[src/logic/mcc_pkg.sv]
// Purpose: Shared constants and types for the meter configuration control.
// Assumes: 100 MHz core clock, AXI4-Lite register access, 32-bit data.
// Notes:   One configuration word plus one read-only status word.
`default_nettype none
package mcc_pkg;
    // Clock rate used to turn times into cycle counts
    localparam int unsigned CORE_CLK_KHZ    = 100000;
    // Filter settling times in milliseconds
    localparam int unsigned SETTLE_SHORT_MS = 650;
    localparam int unsigned SETTLE_LONG_MS  = 1300;
    localparam int unsigned SETTLE_SHORT_CYC = SETTLE_SHORT_MS * CORE_CLK_KHZ;
    localparam int unsigned SETTLE_LONG_CYC  = SETTLE_LONG_MS * CORE_CLK_KHZ;
    // Length of the soft reset sequence in cycles
    localparam logic [4:0]  SRST_CYCLES     = 5'h10;

    // Register byte addresses
    localparam logic [7:0]  ADDR_GEN_CFG    = 8'h00;
    localparam logic [7:0]  ADDR_STATUS     = 8'h04;

    // Field positions in the configuration word
    localparam int unsigned FLD_SETTLE      = 5;
    localparam int unsigned FLD_CAPTURE_EN  = 6;
    localparam int unsigned FLD_SRST        = 7;
    localparam int unsigned FLD_PICK_A      = 8;
    localparam int unsigned FLD_PICK_B      = 10;
    localparam int unsigned FLD_PICK_C      = 12;
    localparam int unsigned FLD_NEUTRAL     = 14;
    localparam int unsigned FLD_RSVD        = 15;

    // Status word bit positions
    localparam int unsigned STS_SETTLED     = 0;
    localparam int unsigned STS_SRST_BUSY   = 1;
    localparam int unsigned STS_CAPTURE     = 2;

    // Value after reset of the configuration word
    localparam logic [15:0] GEN_CFG_RESET   = 16'h0010;

    // AXI response codes
    localparam logic [1:0]  RESP_OKAY       = 2'h0;
    localparam logic [1:0]  RESP_SLVERR     = 2'h2;

    // Configuration word layout, bit 15 down to bit 0
    typedef struct packed {
        logic       reserved_top;
        logic       neutral_source_select;
        logic [1:0] phase_c_voltage_pick;
        logic [1:0] phase_b_voltage_pick;
        logic [1:0] phase_a_voltage_pick;
        logic       soft_reset_trigger;
        logic       fast_capture_port_enable;
        logic       filter_settle_select;
        logic [4:0] lower_fields;
    } mcc_cfg_t;

    // Resolved voltage source per phase current: 0 = A, 1 = B, 2 = C
    typedef logic [2:0][1:0] mcc_pair_t;
endpackage : mcc_pkg
`default_nettype wire

[src/logic/mcc_settle_timer.sv]
// Purpose: Times the settling of the active power low-pass filter.
// Assumes: Restart is a level held while the filter is being reset.
// Notes:   Counts are parameters so that simulation can shorten them.
`timescale 1ns/1ns
`default_nettype none
module mcc_settle_timer #(
    parameter int unsigned SHORT_CYC = mcc_pkg::SETTLE_SHORT_CYC,
    parameter int unsigned LONG_CYC  = mcc_pkg::SETTLE_LONG_CYC
) (
    input  wire logic clk,
    input  wire logic rst,
    input  wire logic restart,
    input  wire logic sel,
    output var  logic settled
);
    import mcc_pkg::*;

    logic [31:0] cnt_ff;
    logic [31:0] nxt_cnt;
    logic        sel_prev_ff;
    logic        settled_ff;
    logic        nxt_settled;

    always_comb begin
        nxt_cnt     = cnt_ff;
        nxt_settled = settled_ff;
        if (restart || (sel != sel_prev_ff)) begin
            nxt_cnt     = sel ? LONG_CYC : SHORT_CYC;
            nxt_settled = 1'b0;
        end else if (cnt_ff > 32'h1) begin
            nxt_cnt = cnt_ff - 32'h1;
        end else begin
            nxt_cnt     = 32'h0;
            nxt_settled = 1'b1;
        end
    end

    // Timer registers
    always_ff @(posedge clk) begin
        if (rst) begin
            cnt_ff      <= SHORT_CYC;
            sel_prev_ff <= 1'b0;
            settled_ff  <= 1'b0;
        end else begin
            cnt_ff      <= nxt_cnt;
            sel_prev_ff <= sel;
            settled_ff  <= nxt_settled;
        end
    end

    assign settled = settled_ff;
endmodule : mcc_settle_timer
`default_nettype wire

[src/logic/mcc_phase_pair.sv]
// Purpose: Resolves which phase voltage pairs with each phase current.
// Assumes: Pick codes come straight from the configuration word.
// Notes:   Output is registered, one cycle behind the pick codes.
`timescale 1ns/1ns
`default_nettype none
module mcc_phase_pair (
    input  wire logic               clk,
    input  wire logic               rst,
    input  wire mcc_pkg::mcc_pair_t picks,
    output var  mcc_pkg::mcc_pair_t srcs
);
    import mcc_pkg::*;

    mcc_pair_t src_ff;
    mcc_pair_t nxt_src;

    for (genvar p = 0; p < 3; p++) begin : g_phase
        always_comb begin
            if (picks[p] == 2'h3) begin
                nxt_src[p] = 2'(p);
            end else begin
                nxt_src[p] = 2'((p + int'(picks[p])) % 3);
            end
        end
    end

    // Source registers
    always_ff @(posedge clk) begin
        if (rst) begin
            src_ff <= '0;
        end else begin
            src_ff <= nxt_src;
        end
    end

    assign srcs = src_ff;
endmodule : mcc_phase_pair
`default_nettype wire

[src/logic/mcc_config_ctrl.sv]
// Purpose: Configuration register of the metering core behind AXI4-Lite.
// Assumes: Single clock, synchronous active-high reset, 32-bit bus.
// Notes:   Configuration at byte 0x00, read-only status at byte 0x04.
`timescale 1ns/1ns
`default_nettype none
module mcc_config_ctrl #(
    parameter int unsigned SETTLE_SHORT = mcc_pkg::SETTLE_SHORT_CYC,
    parameter int unsigned SETTLE_LONG  = mcc_pkg::SETTLE_LONG_CYC
) (
    input  wire logic        CORE_CLK,
    input  wire logic        RST,
    input  wire logic [7:0]  S_AXI_AWADDR,
    input  wire logic        S_AXI_AWVALID,
    output var  logic        S_AXI_AWREADY,
    input  wire logic [31:0] S_AXI_WDATA,
    input  wire logic [3:0]  S_AXI_WSTRB,
    input  wire logic        S_AXI_WVALID,
    output var  logic        S_AXI_WREADY,
    output var  logic [1:0]  S_AXI_BRESP,
    output var  logic        S_AXI_BVALID,
    input  wire logic        S_AXI_BREADY,
    input  wire logic [7:0]  S_AXI_ARADDR,
    input  wire logic        S_AXI_ARVALID,
    output var  logic        S_AXI_ARREADY,
    output var  logic [31:0] S_AXI_RDATA,
    output var  logic [1:0]  S_AXI_RRESP,
    output var  logic        S_AXI_RVALID,
    input  wire logic        S_AXI_RREADY,
    input  wire logic        THIRD_PULSE_OUTPUT_IN,
    input  wire logic        CAPTURE_PORT_CLOCK_IN,
    output var  logic        SHARED_PIN_OUT,
    output var  logic        FAST_CAPTURE_PORT_EN,
    output var  logic        SOFT_RESET_ACTIVE,
    output var  logic        FILTER_SETTLE_SELECT,
    output var  logic        FILTER_SETTLED,
    output var  mcc_pkg::mcc_pair_t PHASE_VOLTAGE_SRC,
    output var  logic        NEUTRAL_SOURCE_SELECT
);
    import mcc_pkg::*;

    // Bus holding registers
    logic        aw_hold_ff, nxt_aw_hold;
    logic [7:0]  awaddr_ff, nxt_awaddr;
    logic        w_hold_ff, nxt_w_hold;
    logic [31:0] wdata_ff, nxt_wdata;
    logic [3:0]  wstrb_ff, nxt_wstrb;
    logic        awready_ff, nxt_awready;
    logic        wready_ff, nxt_wready;
    logic        bvalid_ff, nxt_bvalid;
    logic [1:0]  bresp_ff, nxt_bresp;
    logic        arready_ff, nxt_arready;
    logic        rvalid_ff, nxt_rvalid;
    logic [31:0] rdata_ff, nxt_rdata;
    logic [1:0]  rresp_ff, nxt_rresp;

    // Configuration and soft reset state
    mcc_cfg_t    cfg_ff, nxt_cfg;
    logic        srst_busy_ff, nxt_srst_busy;
    logic [4:0]  srst_cnt_ff, nxt_srst_cnt;
    logic        pin_ff, nxt_pin;
    logic        cap_en_ff, nxt_cap_en;

    logic        settled;
    logic        do_write;
    logic [15:0] wr_word;
    logic [15:0] cfg_rd;

    assign do_write = aw_hold_ff && w_hold_ff && !bvalid_ff;

    // Merge byte lanes of the write into the current word
    always_comb begin
        wr_word = cfg_ff;
        if (wstrb_ff[0]) begin
            wr_word[7:0] = wdata_ff[7:0];
        end
        if (wstrb_ff[1]) begin
            wr_word[15:8] = wdata_ff[15:8];
        end
    end

    // Configuration readback, trigger bit shows the reset in progress
    always_comb begin
        cfg_rd           = cfg_ff;
        cfg_rd[FLD_SRST] = srst_busy_ff;
    end

    // Write channel: hold address and data, answer once both are in
    always_comb begin
        nxt_aw_hold = aw_hold_ff;
        nxt_awaddr  = awaddr_ff;
        nxt_w_hold  = w_hold_ff;
        nxt_wdata   = wdata_ff;
        nxt_wstrb   = wstrb_ff;
        nxt_bvalid  = bvalid_ff;
        nxt_bresp   = bresp_ff;
        if (S_AXI_AWVALID && awready_ff) begin
            nxt_aw_hold = 1'b1;
            nxt_awaddr  = S_AXI_AWADDR;
        end
        if (S_AXI_WVALID && wready_ff) begin
            nxt_w_hold = 1'b1;
            nxt_wdata  = S_AXI_WDATA;
            nxt_wstrb  = S_AXI_WSTRB;
        end
        if (do_write) begin
            nxt_aw_hold = 1'b0;
            nxt_w_hold  = 1'b0;
            nxt_bvalid  = 1'b1;
            nxt_bresp   = (awaddr_ff == ADDR_GEN_CFG ||
                           awaddr_ff == ADDR_STATUS) ? RESP_OKAY : RESP_SLVERR;
        end else if (bvalid_ff && S_AXI_BREADY) begin
            nxt_bvalid = 1'b0;
        end
        nxt_awready = !nxt_aw_hold && !nxt_bvalid;
        nxt_wready  = !nxt_w_hold && !nxt_bvalid;
    end

    // Read channel: one-cycle answer from the register map
    always_comb begin
        nxt_rvalid = rvalid_ff;
        nxt_rdata  = rdata_ff;
        nxt_rresp  = rresp_ff;
        if (S_AXI_ARVALID && arready_ff) begin
            nxt_rvalid = 1'b1;
            nxt_rdata  = 32'h0;
            nxt_rresp  = RESP_OKAY;
            case (S_AXI_ARADDR)
                ADDR_GEN_CFG: begin
                    nxt_rdata = {16'h0, cfg_rd};
                end
                ADDR_STATUS: begin
                    nxt_rdata[STS_SETTLED]   = settled;
                    nxt_rdata[STS_SRST_BUSY] = srst_busy_ff;
                    nxt_rdata[STS_CAPTURE]   = cap_en_ff;
                end
                default: begin
                    nxt_rresp = RESP_SLVERR;
                end
            endcase
        end else if (rvalid_ff && S_AXI_RREADY) begin
            nxt_rvalid = 1'b0;
        end
        nxt_arready = !nxt_rvalid;
    end

    // Configuration word and soft reset sequence
    always_comb begin
        nxt_cfg       = cfg_ff;
        nxt_srst_busy = srst_busy_ff;
        nxt_srst_cnt  = srst_cnt_ff;
        if (srst_busy_ff) begin
            if (srst_cnt_ff == 5'h1) begin
                nxt_cfg       = GEN_CFG_RESET;
                nxt_srst_busy = 1'b0;
                nxt_srst_cnt  = 5'h0;
            end else begin
                nxt_srst_cnt = srst_cnt_ff - 5'h1;
            end
        end else if (do_write && awaddr_ff == ADDR_GEN_CFG) begin
            nxt_cfg = wr_word;
            nxt_cfg.soft_reset_trigger = 1'b0;
            if (wr_word[FLD_SRST]) begin
                nxt_srst_busy = 1'b1;
                nxt_srst_cnt  = SRST_CYCLES;
            end
        end
    end

    // Shared pin and capture port enable
    always_comb begin
        nxt_cap_en = cfg_ff.fast_capture_port_enable;
        if (cfg_ff.fast_capture_port_enable) begin
            nxt_pin = CAPTURE_PORT_CLOCK_IN;
        end else begin
            nxt_pin = THIRD_PULSE_OUTPUT_IN;
        end
    end

    // Register everything
    always_ff @(posedge CORE_CLK) begin
        if (RST) begin
            aw_hold_ff   <= 1'b0;
            awaddr_ff    <= 8'h0;
            w_hold_ff    <= 1'b0;
            wdata_ff     <= 32'h0;
            wstrb_ff     <= 4'h0;
            awready_ff   <= 1'b1;
            wready_ff    <= 1'b1;
            bvalid_ff    <= 1'b0;
            bresp_ff     <= RESP_OKAY;
            arready_ff   <= 1'b1;
            rvalid_ff    <= 1'b0;
            rdata_ff     <= 32'h0;
            rresp_ff     <= RESP_OKAY;
            cfg_ff       <= GEN_CFG_RESET;
            srst_busy_ff <= 1'b0;
            srst_cnt_ff  <= 5'h0;
            pin_ff       <= 1'b0;
            cap_en_ff    <= 1'b0;
        end else begin
            aw_hold_ff   <= nxt_aw_hold;
            awaddr_ff    <= nxt_awaddr;
            w_hold_ff    <= nxt_w_hold;
            wdata_ff     <= nxt_wdata;
            wstrb_ff     <= nxt_wstrb;
            awready_ff   <= nxt_awready;
            wready_ff    <= nxt_wready;
            bvalid_ff    <= nxt_bvalid;
            bresp_ff     <= nxt_bresp;
            arready_ff   <= nxt_arready;
            rvalid_ff    <= nxt_rvalid;
            rdata_ff     <= nxt_rdata;
            rresp_ff     <= nxt_rresp;
            cfg_ff       <= nxt_cfg;
            srst_busy_ff <= nxt_srst_busy;
            srst_cnt_ff  <= nxt_srst_cnt;
            pin_ff       <= nxt_pin;
            cap_en_ff    <= nxt_cap_en;
        end
    end

    mcc_settle_timer #(
        .SHORT_CYC (SETTLE_SHORT),
        .LONG_CYC  (SETTLE_LONG)
    ) u_settle (
        .clk     (CORE_CLK),
        .rst     (RST),
        .restart (srst_busy_ff),
        .sel     (cfg_ff.filter_settle_select),
        .settled (settled)
    );

    mcc_phase_pair u_pair (
        .clk   (CORE_CLK),
        .rst   (RST),
        .picks ({cfg_ff.phase_c_voltage_pick, cfg_ff.phase_b_voltage_pick,
                 cfg_ff.phase_a_voltage_pick}),
        .srcs  (PHASE_VOLTAGE_SRC)
    );

    // Port drive, all from flip-flops
    assign S_AXI_AWREADY         = awready_ff;
    assign S_AXI_WREADY          = wready_ff;
    assign S_AXI_BVALID          = bvalid_ff;
    assign S_AXI_BRESP           = bresp_ff;
    assign S_AXI_ARREADY         = arready_ff;
    assign S_AXI_RVALID          = rvalid_ff;
    assign S_AXI_RDATA           = rdata_ff;
    assign S_AXI_RRESP           = rresp_ff;
    assign SHARED_PIN_OUT        = pin_ff;
    assign FAST_CAPTURE_PORT_EN  = cap_en_ff;
    assign SOFT_RESET_ACTIVE     = srst_busy_ff;
    assign FILTER_SETTLE_SELECT  = cfg_ff.filter_settle_select;
    assign FILTER_SETTLED        = settled;
    assign NEUTRAL_SOURCE_SELECT = cfg_ff.neutral_source_select;
endmodule : mcc_config_ctrl
`default_nettype wire

[config.mk]
export PLATFORM = sky130hd
export DESIGN_NAME = mcc_config_ctrl
export DESIGN_NICKNAME = d
export VERILOG_FILES = /design/src/logic/mcc_pkg.sv /design/src/logic/mcc_settle_timer.sv /design/src/logic/mcc_phase_pair.sv /design/src/logic/mcc_config_ctrl.sv
export SDC_FILE = /design/constraint.sdc
export NUM_CORES = 1
export LEC_CHECK = 0
export ABC_AREA = 1
export BUFFER_PORTS_ARGS = -buffer_cell sky130_fd_sc_hd__buf_4
export CORE_MARGIN = 3
export CORE_UTILIZATION = 49
export CTS_CLUSTER_DIAMETER = 150
export DETAILED_ROUTE_END_ITERATION = 8
export PLACE_DENSITY = 0.84
export SETUP_SLACK_MARGIN = 0.05
export SLEW_MARGIN = 20
export SYNTH_ARGS = -nofsm -noshare
export SYNTH_HDL_FRONTEND = slang
export SYNTH_SLANG_ARGS = --single-unit
[constraint.sdc]
create_clock -name CORE_CLK -period 1.6 [get_ports CORE_CLK]
set_input_delay 0.32 -clock CORE_CLK [delete_from_list [all_inputs] [get_ports CORE_CLK]]
set_output_delay 0.32 -clock CORE_CLK [all_outputs]
set_load 0.02 [all_outputs]
[Yosys cells after proc, flatten, opt, wreduce, memory -nomap -nowiden]
Cells that the tools add are included.
Word-level totals
  bits in read-only memories: 0
  logic and storage cells: 113
  memories kept: 0
  memory bits (writable): 0
  bits in registers: 133
  input port bits: 61
  output and inout port bits: 53
  bits in latches: 0
Cells by class
  reductions and logical operators: 32
  bitwise gates (word level): 0
  multiply operators: 0
  $add $sub $neg: 4
  equality and inequality tests: 8
  order comparisons: 1
  divide/modulo/power cells: 3
  shift-type cells: 0
  mux-type cells: 31
Operators with widths (number)
  $mod A32 B3 Y32 const B: 2
  $mux W32: 2
  $mux W16: 3
  $gt A32 B1 Y1 const B: 1
  $mod A3 B3 Y32 const B: 1
  $sub A32 B1 Y32 const B: 1
  $mux W27: 1
  $mux W5: 4
  $eq A8 B3 Y1 const B: 2
  $logic_not A8 Y1: 2
  $mux W8: 2
  $mux W1: 14
  $mux W13: 1
  $logic_and A1 B1 Y1: 10
  $reduce_or A2 Y1: 5
  $reduce_bool A2 Y1: 4
  $eq A2 B2 Y1 const B: 3
  $mux W2: 3
  $pmux W3 S2: 1
  $reduce_and A3 Y1: 2
  $eq A5 B1 Y1 const B: 1
  $logic_not A1 Y1: 5
  $sub A5 B1 Y5 const B: 1
  $reduce_and A2 Y1: 2
  other kinds (5): 6

[Longest topological paths before layout]
Gate-level depths: netlist of run 1.
  word-level depth: 5
  gate-level depth with buffers: 12
  depth with buffers taken out: 11

[Hierarchy]
Synthesis of run 1 repeated with hierarchy kept, for this count alone.
Second synthesis, totals
  cells, all modules: 720
  area total of the unflattened synthesis: 5252.5 um2
Modules (own cells, without submodules)
  mcc_config_ctrl: cells an instance 405, times used 1, area each 3039.2 um2, seq. area each 1481.4 um2
  mcc_settle_timer: cells an instance 287, times used 1, area each 1975.6 um2, seq. area each 680.7 um2
  mcc_phase_pair: cells an instance 28, times used 1, area each 237.7 um2, seq. area each 120.1 um2

[Least setup slack after synthesis of run 1]
No wires, ideal clock.
  kind: reg-to-reg
  start: register u_settle.cnt_ff[0]
  end: register u_settle.cnt_ff[11]
  required time: 1489 ps
  clock period less this slack: 1552 ps
  buffers on the path: 1
  setup time: 111 ps
  arrival time: 1441 ps
  cell stages (with the launch flop): 13
  setup slack: 48 ps
  path through: dfxtp_1 -> inv_1 -> ha_1 -> nand2_2 -> nor2_4 -> nand2_4 -> nand2_2 -> nand2_4 -> nand2_8 -> inv_4 -> nand2_4 -> buf_12 -> nor2_2
Between the ends
  word-level cells in the longest chain between the ends: 3
  elaborated cells on any way between the ends: 4
  classes of those cells: 1 x add/sub; 1 x order compare; 2 x mux
Ends and longest elaborated chain
  start: declaration: line mcc_settle_timer.sv:18  | logic [31:0] cnt_ff;
  start signal: assignment: line mcc_settle_timer.sv:45  | cnt_ff <= nxt_cnt;
  $sub A32 B1 Y32 or $gt A32 B1 Y1 (tied branches): line mcc_settle_timer.sv:31, mcc_settle_timer.sv:30
  $mux W32 (*): line mcc_settle_timer.sv:30  | end else if (cnt_ff > 32'h1) begin
  $mux W32 (*): line mcc_settle_timer.sv:27  | if (restart || (sel != sel_prev_ff)) begin
Mark *: on every way between the ends. The rest lies on a longest branch, timed or not.
A chain may end at the register's enable or synchronous reset.

[Worst setup path after layout of run 1]
  start: register srst_busy_ff (netlist: SOFT_RESET_ACTIVE)
  end: output SOFT_RESET_ACTIVE
RTL lines
  start: declaration: line mcc_config_ctrl.sv:58  | logic srst_busy_ff, nxt_srst_busy;
  start signal: assignment: line mcc_config_ctrl.sv:215  | srst_busy_ff <= nxt_srst_busy;
  end: declaration: line mcc_config_ctrl.sv:33  | output var logic SOFT_RESET_ACTIVE,
No word-level cell between the ends.

==> results of run 1 <==
==> logic make-up (layout without fill, tap and decap cells) <==
kind of cell,count (synthesis),after routing
adders and majority gates,8,8
DFF,114,114
xor gates and xnor gates,20,20
buffers and inverters,95,196
AOI/OAI and AO/OA,87,87
other,1,18
and+or+nand+nor,357,357
==> power by group through the flow <==
stage	registers [mW]	logic [mW]	clock network, mW
6_report	3.11	0.933	3.73
5_1_grt	3.12	1.04	3.88
4_1_cts	3.10	0.882	3.74
3_5_place_dp	3.16	0.860	0
3_3_place_gp	3.15	0.837	0
2_1_floorplan	3.18	0.558	0
==> layout make-up <==
| class | instances | area (um^2) |
|---|---|---|
| multi-input combinational | 490 | 2500 |
| timing repair buffer | 107 | 840 |
| inverter | 59 | 224 |
| clock inverter | 9 | 133 |
| clock buffer | 21 | 449 |
| sequential | 114 | 2290 |
| fill | 804 | 3350 |
| tap | 133 | 166 |
==> through the flow <==
step | setup TNS (ns) | util (%)
after floorplan | 0 | -
final | 0 | 66.3
after global routing | -0.0460 | 66.3
after global placement | 0 | 59.3
after detailed placement | 0 | 59.3
after CTS | 0 | 65.4
==> routing by layer <==
metal / global-route usage, % / part of all wire, %
met4: 8.21 / 1.6
met3: 6.39 / 6.4
met1: 27.2 / 42
met5: 0 / 0
met2: 37.5 / 50
==> worst register-to-register path, delay by kind of cell (launching register included) <==
family | cells | cell delay, ns
buf+inv | 2 | 0.22
compound gates | 1 | 0.09
fa+ha+maj | 1 | 0.16
flops | 1 | 0.32
simple gates | 6 | 0.55
==> Yosys cell counts (5+ instances only) <==
cell type,instances
nor3_1,8
dfxtp_1,114
o21ai_0,46
a211oi_1,7
nand2_1,104
buf_4,18
nand3_1,45
xor2_1,11
clkbuf_1,11
nand2_2,5
xnor2_1,9
nand4_1,12
inv_1,56
a21oi_1,23
nor2_1,149
ha_1,8
nor2_2,14
==> registers in the layout (all words and copies together) (netlist names), 2 cells and up <==
name,count
S_AXI_RDATA,16
awaddr_ff,8
cfg_ff,12
srst_cnt_ff,5
u_pair.srcs,6
u_settle.cnt_ff,32
wdata_ff,16
wstrb_ff,2
==> final timing paths <==
kind | startpoint | endpoint | slack, ns
max | SOFT_RESET_ACTIVE | SOFT_RESET_ACTIVE | 0.11
min reg2reg | cfg_ff[8] | u_pair.srcs[1] | 0.41
max reg2reg | u_settle.cnt_ff[0] | u_settle.cnt_ff[20] | 0.12
min | RST | S_AXI_RRESP[1] | 0.03
==> repair_timing <==
item                                   4_1_cts  5_1_grt
endpoints found under the hold margin        0        0
resized for setup                            6       28
setup buffers                                0        3
setup endpoints to repair                   17       49
pin swaps                                    0        9
hold buffers                                 0        0
==> impl_metrics.ini, run 1 <==
[status]
status = complete, no violations

[grt]
grt_overflow = 0
grt_first_pass_wirelength_um = 20500
antenna_found_initial = 0
first_global_vias = 4542
grt_usage_pct = 22.3
grt_max_degree = 44

[finish]
design_area_mm2 = 0.00660
layout.nets = 858
drive_gt1_share_pct = 24.4
final_common_cell = nor2_1
area_delta_synth_final_pct = 29.7
final_cell_mix = nor2_1 (142), dfxtp_1 (112), buf_4 (102)
antenna_cells = 0
layoutNonFillerInstCount = 933

[setup_path]
cp.arrival_ns = 1.17
worstRegToRegCells = 10
cp_slowest_cell = dfxtp_4
cp.required_ns = 1.28
end_kind = output pin
critPathMaxStageDelay_ns = 0.36
path_delay_family = flip-flops
start_kind = flop
worstPathCellList = buf_6 > buf_4
critical_path_buf_inv_count = 2
crit_type = flop to output pin
path_depth = 2
path_max_fanout = 9

[detailed_routing]
wl_um = 12900
drtIter0Drc = 256
vias = 4723
vias_per_cell = 5.06
antenna_left = 0
drc = 0
drt-wirelength-per-cell_um = 13.8
drtPass1Iterations = 5

[synthesis]
synth_top_area_share_pct = 44.8
synth_compound_area_share_pct = 9.46
synthFlopType = dfxtp_1
post_synth.cell_area_avg_um2 = 7.47
synth_area_leader_cell = dfxtp_1
synthAdderAreaFrac_pct = 1.97
synth-seq-area-share_pct = 44.8
synth_edf_count = 0
synthSimpleGateAreaFrac_pct = 31.5
synth-seq-cells = 114
yosysUniqueCellTypes = 40
synth_top_family_by_area = simple AND/OR/NAND/NOR gates
async_flop_share_pct = 0
synthMuxAreaShare_pct = 0
netlist_area_mm2 = 0.00509
yosys_warnings = 0
synth_cells = 682
synthXorXnorAreaFrac_pct = 3.44
ys_top_cells_by_area = dfxtp_1 (45%), nor2_1 (11%), nand2_1 (7.7%)

[power]
power_density_mw_per_mm2 = 1180
p_seq_share_pct = 40.0
p_comb_share_pct = 12.0
clkPwrFrac_pct = 48.0
p_switching_mw = 1.94
cellInternalPower_mw = 5.82
ir_worst_vdd_mv = 0.992
p_leak_nw = 3.03
power_mw = 7.77
switching_share_pct = 25.0

[floorplanning]
initial_core_util_pct = 51.2
top_level_ports = 114
dieArea_mm2 = 0.0117
rows = 36
core_area_mm2 = 0.00995
die_y_um = 108
die_x_um = 108

[flow_run]
maxCapViolations = 0

[sta]
maxSlewViolCount = 0
rsz0062_at_grt = yes
finClkSkew_ns = 0.00663
setup_viol = 0
max_freq_mhz = 672
setup_ws_ns = 0.112
post-route-period-util_pct = 93.0
timing.hold.ws_ns = 0.0269
min_period_ns = 1.49
final-hold-violation-count = 0

[clock_network]
cts_tree = yes
clk_latency_ns = 0.52
cts-root-buf = clkbuf_8
clkTransAtPathRegs_ns = 0.06
numCtsBuffers = 17
htree_num_levels = 4
cts.sinks = 114
clk_path_buf_depth = 2

[placement]
placed_area_mm2 = 0.00591
hpwl_um = 9170
dp_cells = 900
preCtsSetupSlack_ns = 0.0139
place.gp.congestion = 0.913
portBuffers = 77

[min_path]
min_path_cells = 2
min_path_type = primary input to flop
Note: power is estimated with default switching activity, not from simulation.
==> run 2: changes to the inputs <==
PLACE_DENSITY = not set   (was 0.84)
PLACE_DENSITY_LB_ADDON = 0.1   (was not set)
clock period = 1.2 ns   (was 1.6 ns; I/O delays follow)
==> run 2 against run 1 <==
The flow now finishes with violations (setup timing). Via count rose by 18%. Sequential power increased by 35%. Register-to-register slack lost 0.50 ns. Final cell count is 13% higher. Flip-flop and latch count is the same. Count of clock-buffer cells in the layout decreased by 3.
==> impl_metrics.ini, run 2 (synthesized netlist as in run 1, its figures left out) <==
[finish]
antenna_cells = 0
final_common_cell = buf_4
drive_gt1_share_pct = 45.5
largest_reg_flops = 32
layoutNonFillerInstCount = 1057
top_register = u_settle.cnt_ff
finish.utilization_pct = 84.3
area_delta_synth_final_pct = 64.7
final_cell_mix = buf_4 (155), nor2_1 (123), nand2_1 (89)
layout.nets = 980

[setup_path]
start_kind = flop
cp.arrival_ns = 1.99
cp_slowest_cell = dfxtp_1
path_max_fanout = 7
critPathMaxStageDelay_ns = 0.38
worstPathCellList = nor2_1 > inv_1 > nor2_4 > nand2_2 > nor2_4 > nand4_1 > nand2_1 > nor2_2
cp.required_ns = 1.61
cpMostUsedCell = nor2_4
end_kind = flop
crit_type = flop to flop

[status]
violations = setup timing
status = finished with violations

[sta]
rsz0062_at_grt = yes
post-route-period-util_pct = 132
max_freq_mhz = 632
setup_ws_ns = -0.381
setup_viol = 83
finClkSkew_ns = 0.00874
tns_ns = -16.15
final-hold-violation-count = 0
maxSlewViolCount = 0
min_period_ns = 1.58

[min_path]
min_path_type = primary input to flop

[grt]
grt_first_pass_wirelength_um = 25000
grt_max_degree = 44
grt_usage_pct = 27.1
first_global_vias = 5423
antenna_found_initial = 0
grt_overflow = 0

[clock_network]
cts_tree = yes
numCtsBuffers = 17
cts-root-buf = clkbuf_8
htree_num_levels = 4
clk_latency_ns = 0.52
clkTransAtPathRegs_ns = 0.06
clk_path_buf_depth = 2
cts.sinks = 114

[placement]
dp_cells = 976
portBuffers = 77
place.gp.congestion = 0.892
hpwl_um = 9670

[detailed_routing]
drtIter0Drc = 335
drc = 0
wl_um = 18000
antenna_left = 0
drtPass1Iterations = 5
vias = 5562
drt-wirelength-per-cell_um = 17.0
vias_per_cell = 5.26

[floorplanning]
initial_core_util_pct = 51.2
die_y_um = 108
die_x_um = 108
dieArea_mm2 = 0.0117
top_level_ports = 114
core_area_mm2 = 0.00995
rows = 36

[power]
ir_worst_vdd_mv = 1.06
p_leak_nw = 3.82
power_mw = 11.7
power_density_mw_per_mm2 = 1390

[flow_run]
maxCapViolations = 0
[run 2: changes by cell type in the layout (fill, tap and decap cells not counted), sizes merged]
| cell | change |
|---|---|
| nand2 | +1 |
| inv | +4 |
| dlygate4sd3 | +23 |
| clkbuf | -3 |
| bufinv | +2 |
| clkinv | -1 |
| buf | +98 |
[run 2: power breakdown]
part	internal, mW	leakage, nW	switching [mW]
logic	0.879	2.55	0.980
registers	4.01	0.949	0.186
clock network	3.67	0.313	1.93
[run 2: per-stage QoR]
stage / setup slack [ns] / cell area [um^2] / hold slack [ns]
floorplan: -0.213 / 5290 / 0.375
global placement: -0.273 / 6610 / 0.408
detailed placement: -0.331 / 6610 / 0.407
CTS: -0.241 / 8040 / 0.00892
global route: -0.461 / 8390 / 0.0453
finish: -0.381 / 8390 / 0.0183
[run 2: repair_timing]
action                                 4_1_cts  5_1_grt
setup buffers                               13       11
gates resized for setup                    146       67
endpoints found under the hold margin       21        1
hold buffers                                22        1
setup endpoints to repair                   91      104
gates cloned                                 2        1
pin swaps                                   21       28
[run 2: critical path, delay by kind of cell, from the launching register on]
kind                   cells  cell delay [ns]
DFF                        1             0.38
buffers and inverters      1             0.10
and+or+nand+nor            7             1.00
[run 2: worst paths after layout]
kind,from,endpoint,slack (ns),cells past startpoint
worst min register to register,cfg_ff[8],u_pair.srcs[1],0.46,1
worst min-delay path,S_AXI_WDATA[15],wdata_ff[15],0.02,3
worst max register to register,u_settle.cnt_ff[9],u_settle.cnt_ff[31],-0.38,8
worst max-delay path,u_settle.cnt_ff[9],u_settle.cnt_ff[31],-0.38,8
[run 2: cell type report]
| class | instances | area (um^2) |
|---|---|---|
| clock inverter | 14 | 226 |
| timing repair buffer | 228 | 2010 |
| inverter | 59 | 239 |
| tap | 133 | 166 |
| sequential | 114 | 2350 |
| multi-input combinational | 491 | 2970 |
| clock buffer | 18 | 428 |
| fill | 532 | 1570 |
[run 2: layer usage]
metal	routed length (um)	GRT usage, %	share of wire, %	up-vias
li1	-	-	-	2619
met1	6850	33.8	38	2601
met2	9260	46.7	51	276
met3	1240	5.07	6.9	66
met4	639	10.1	3.6	0
met5	0	0	0	-
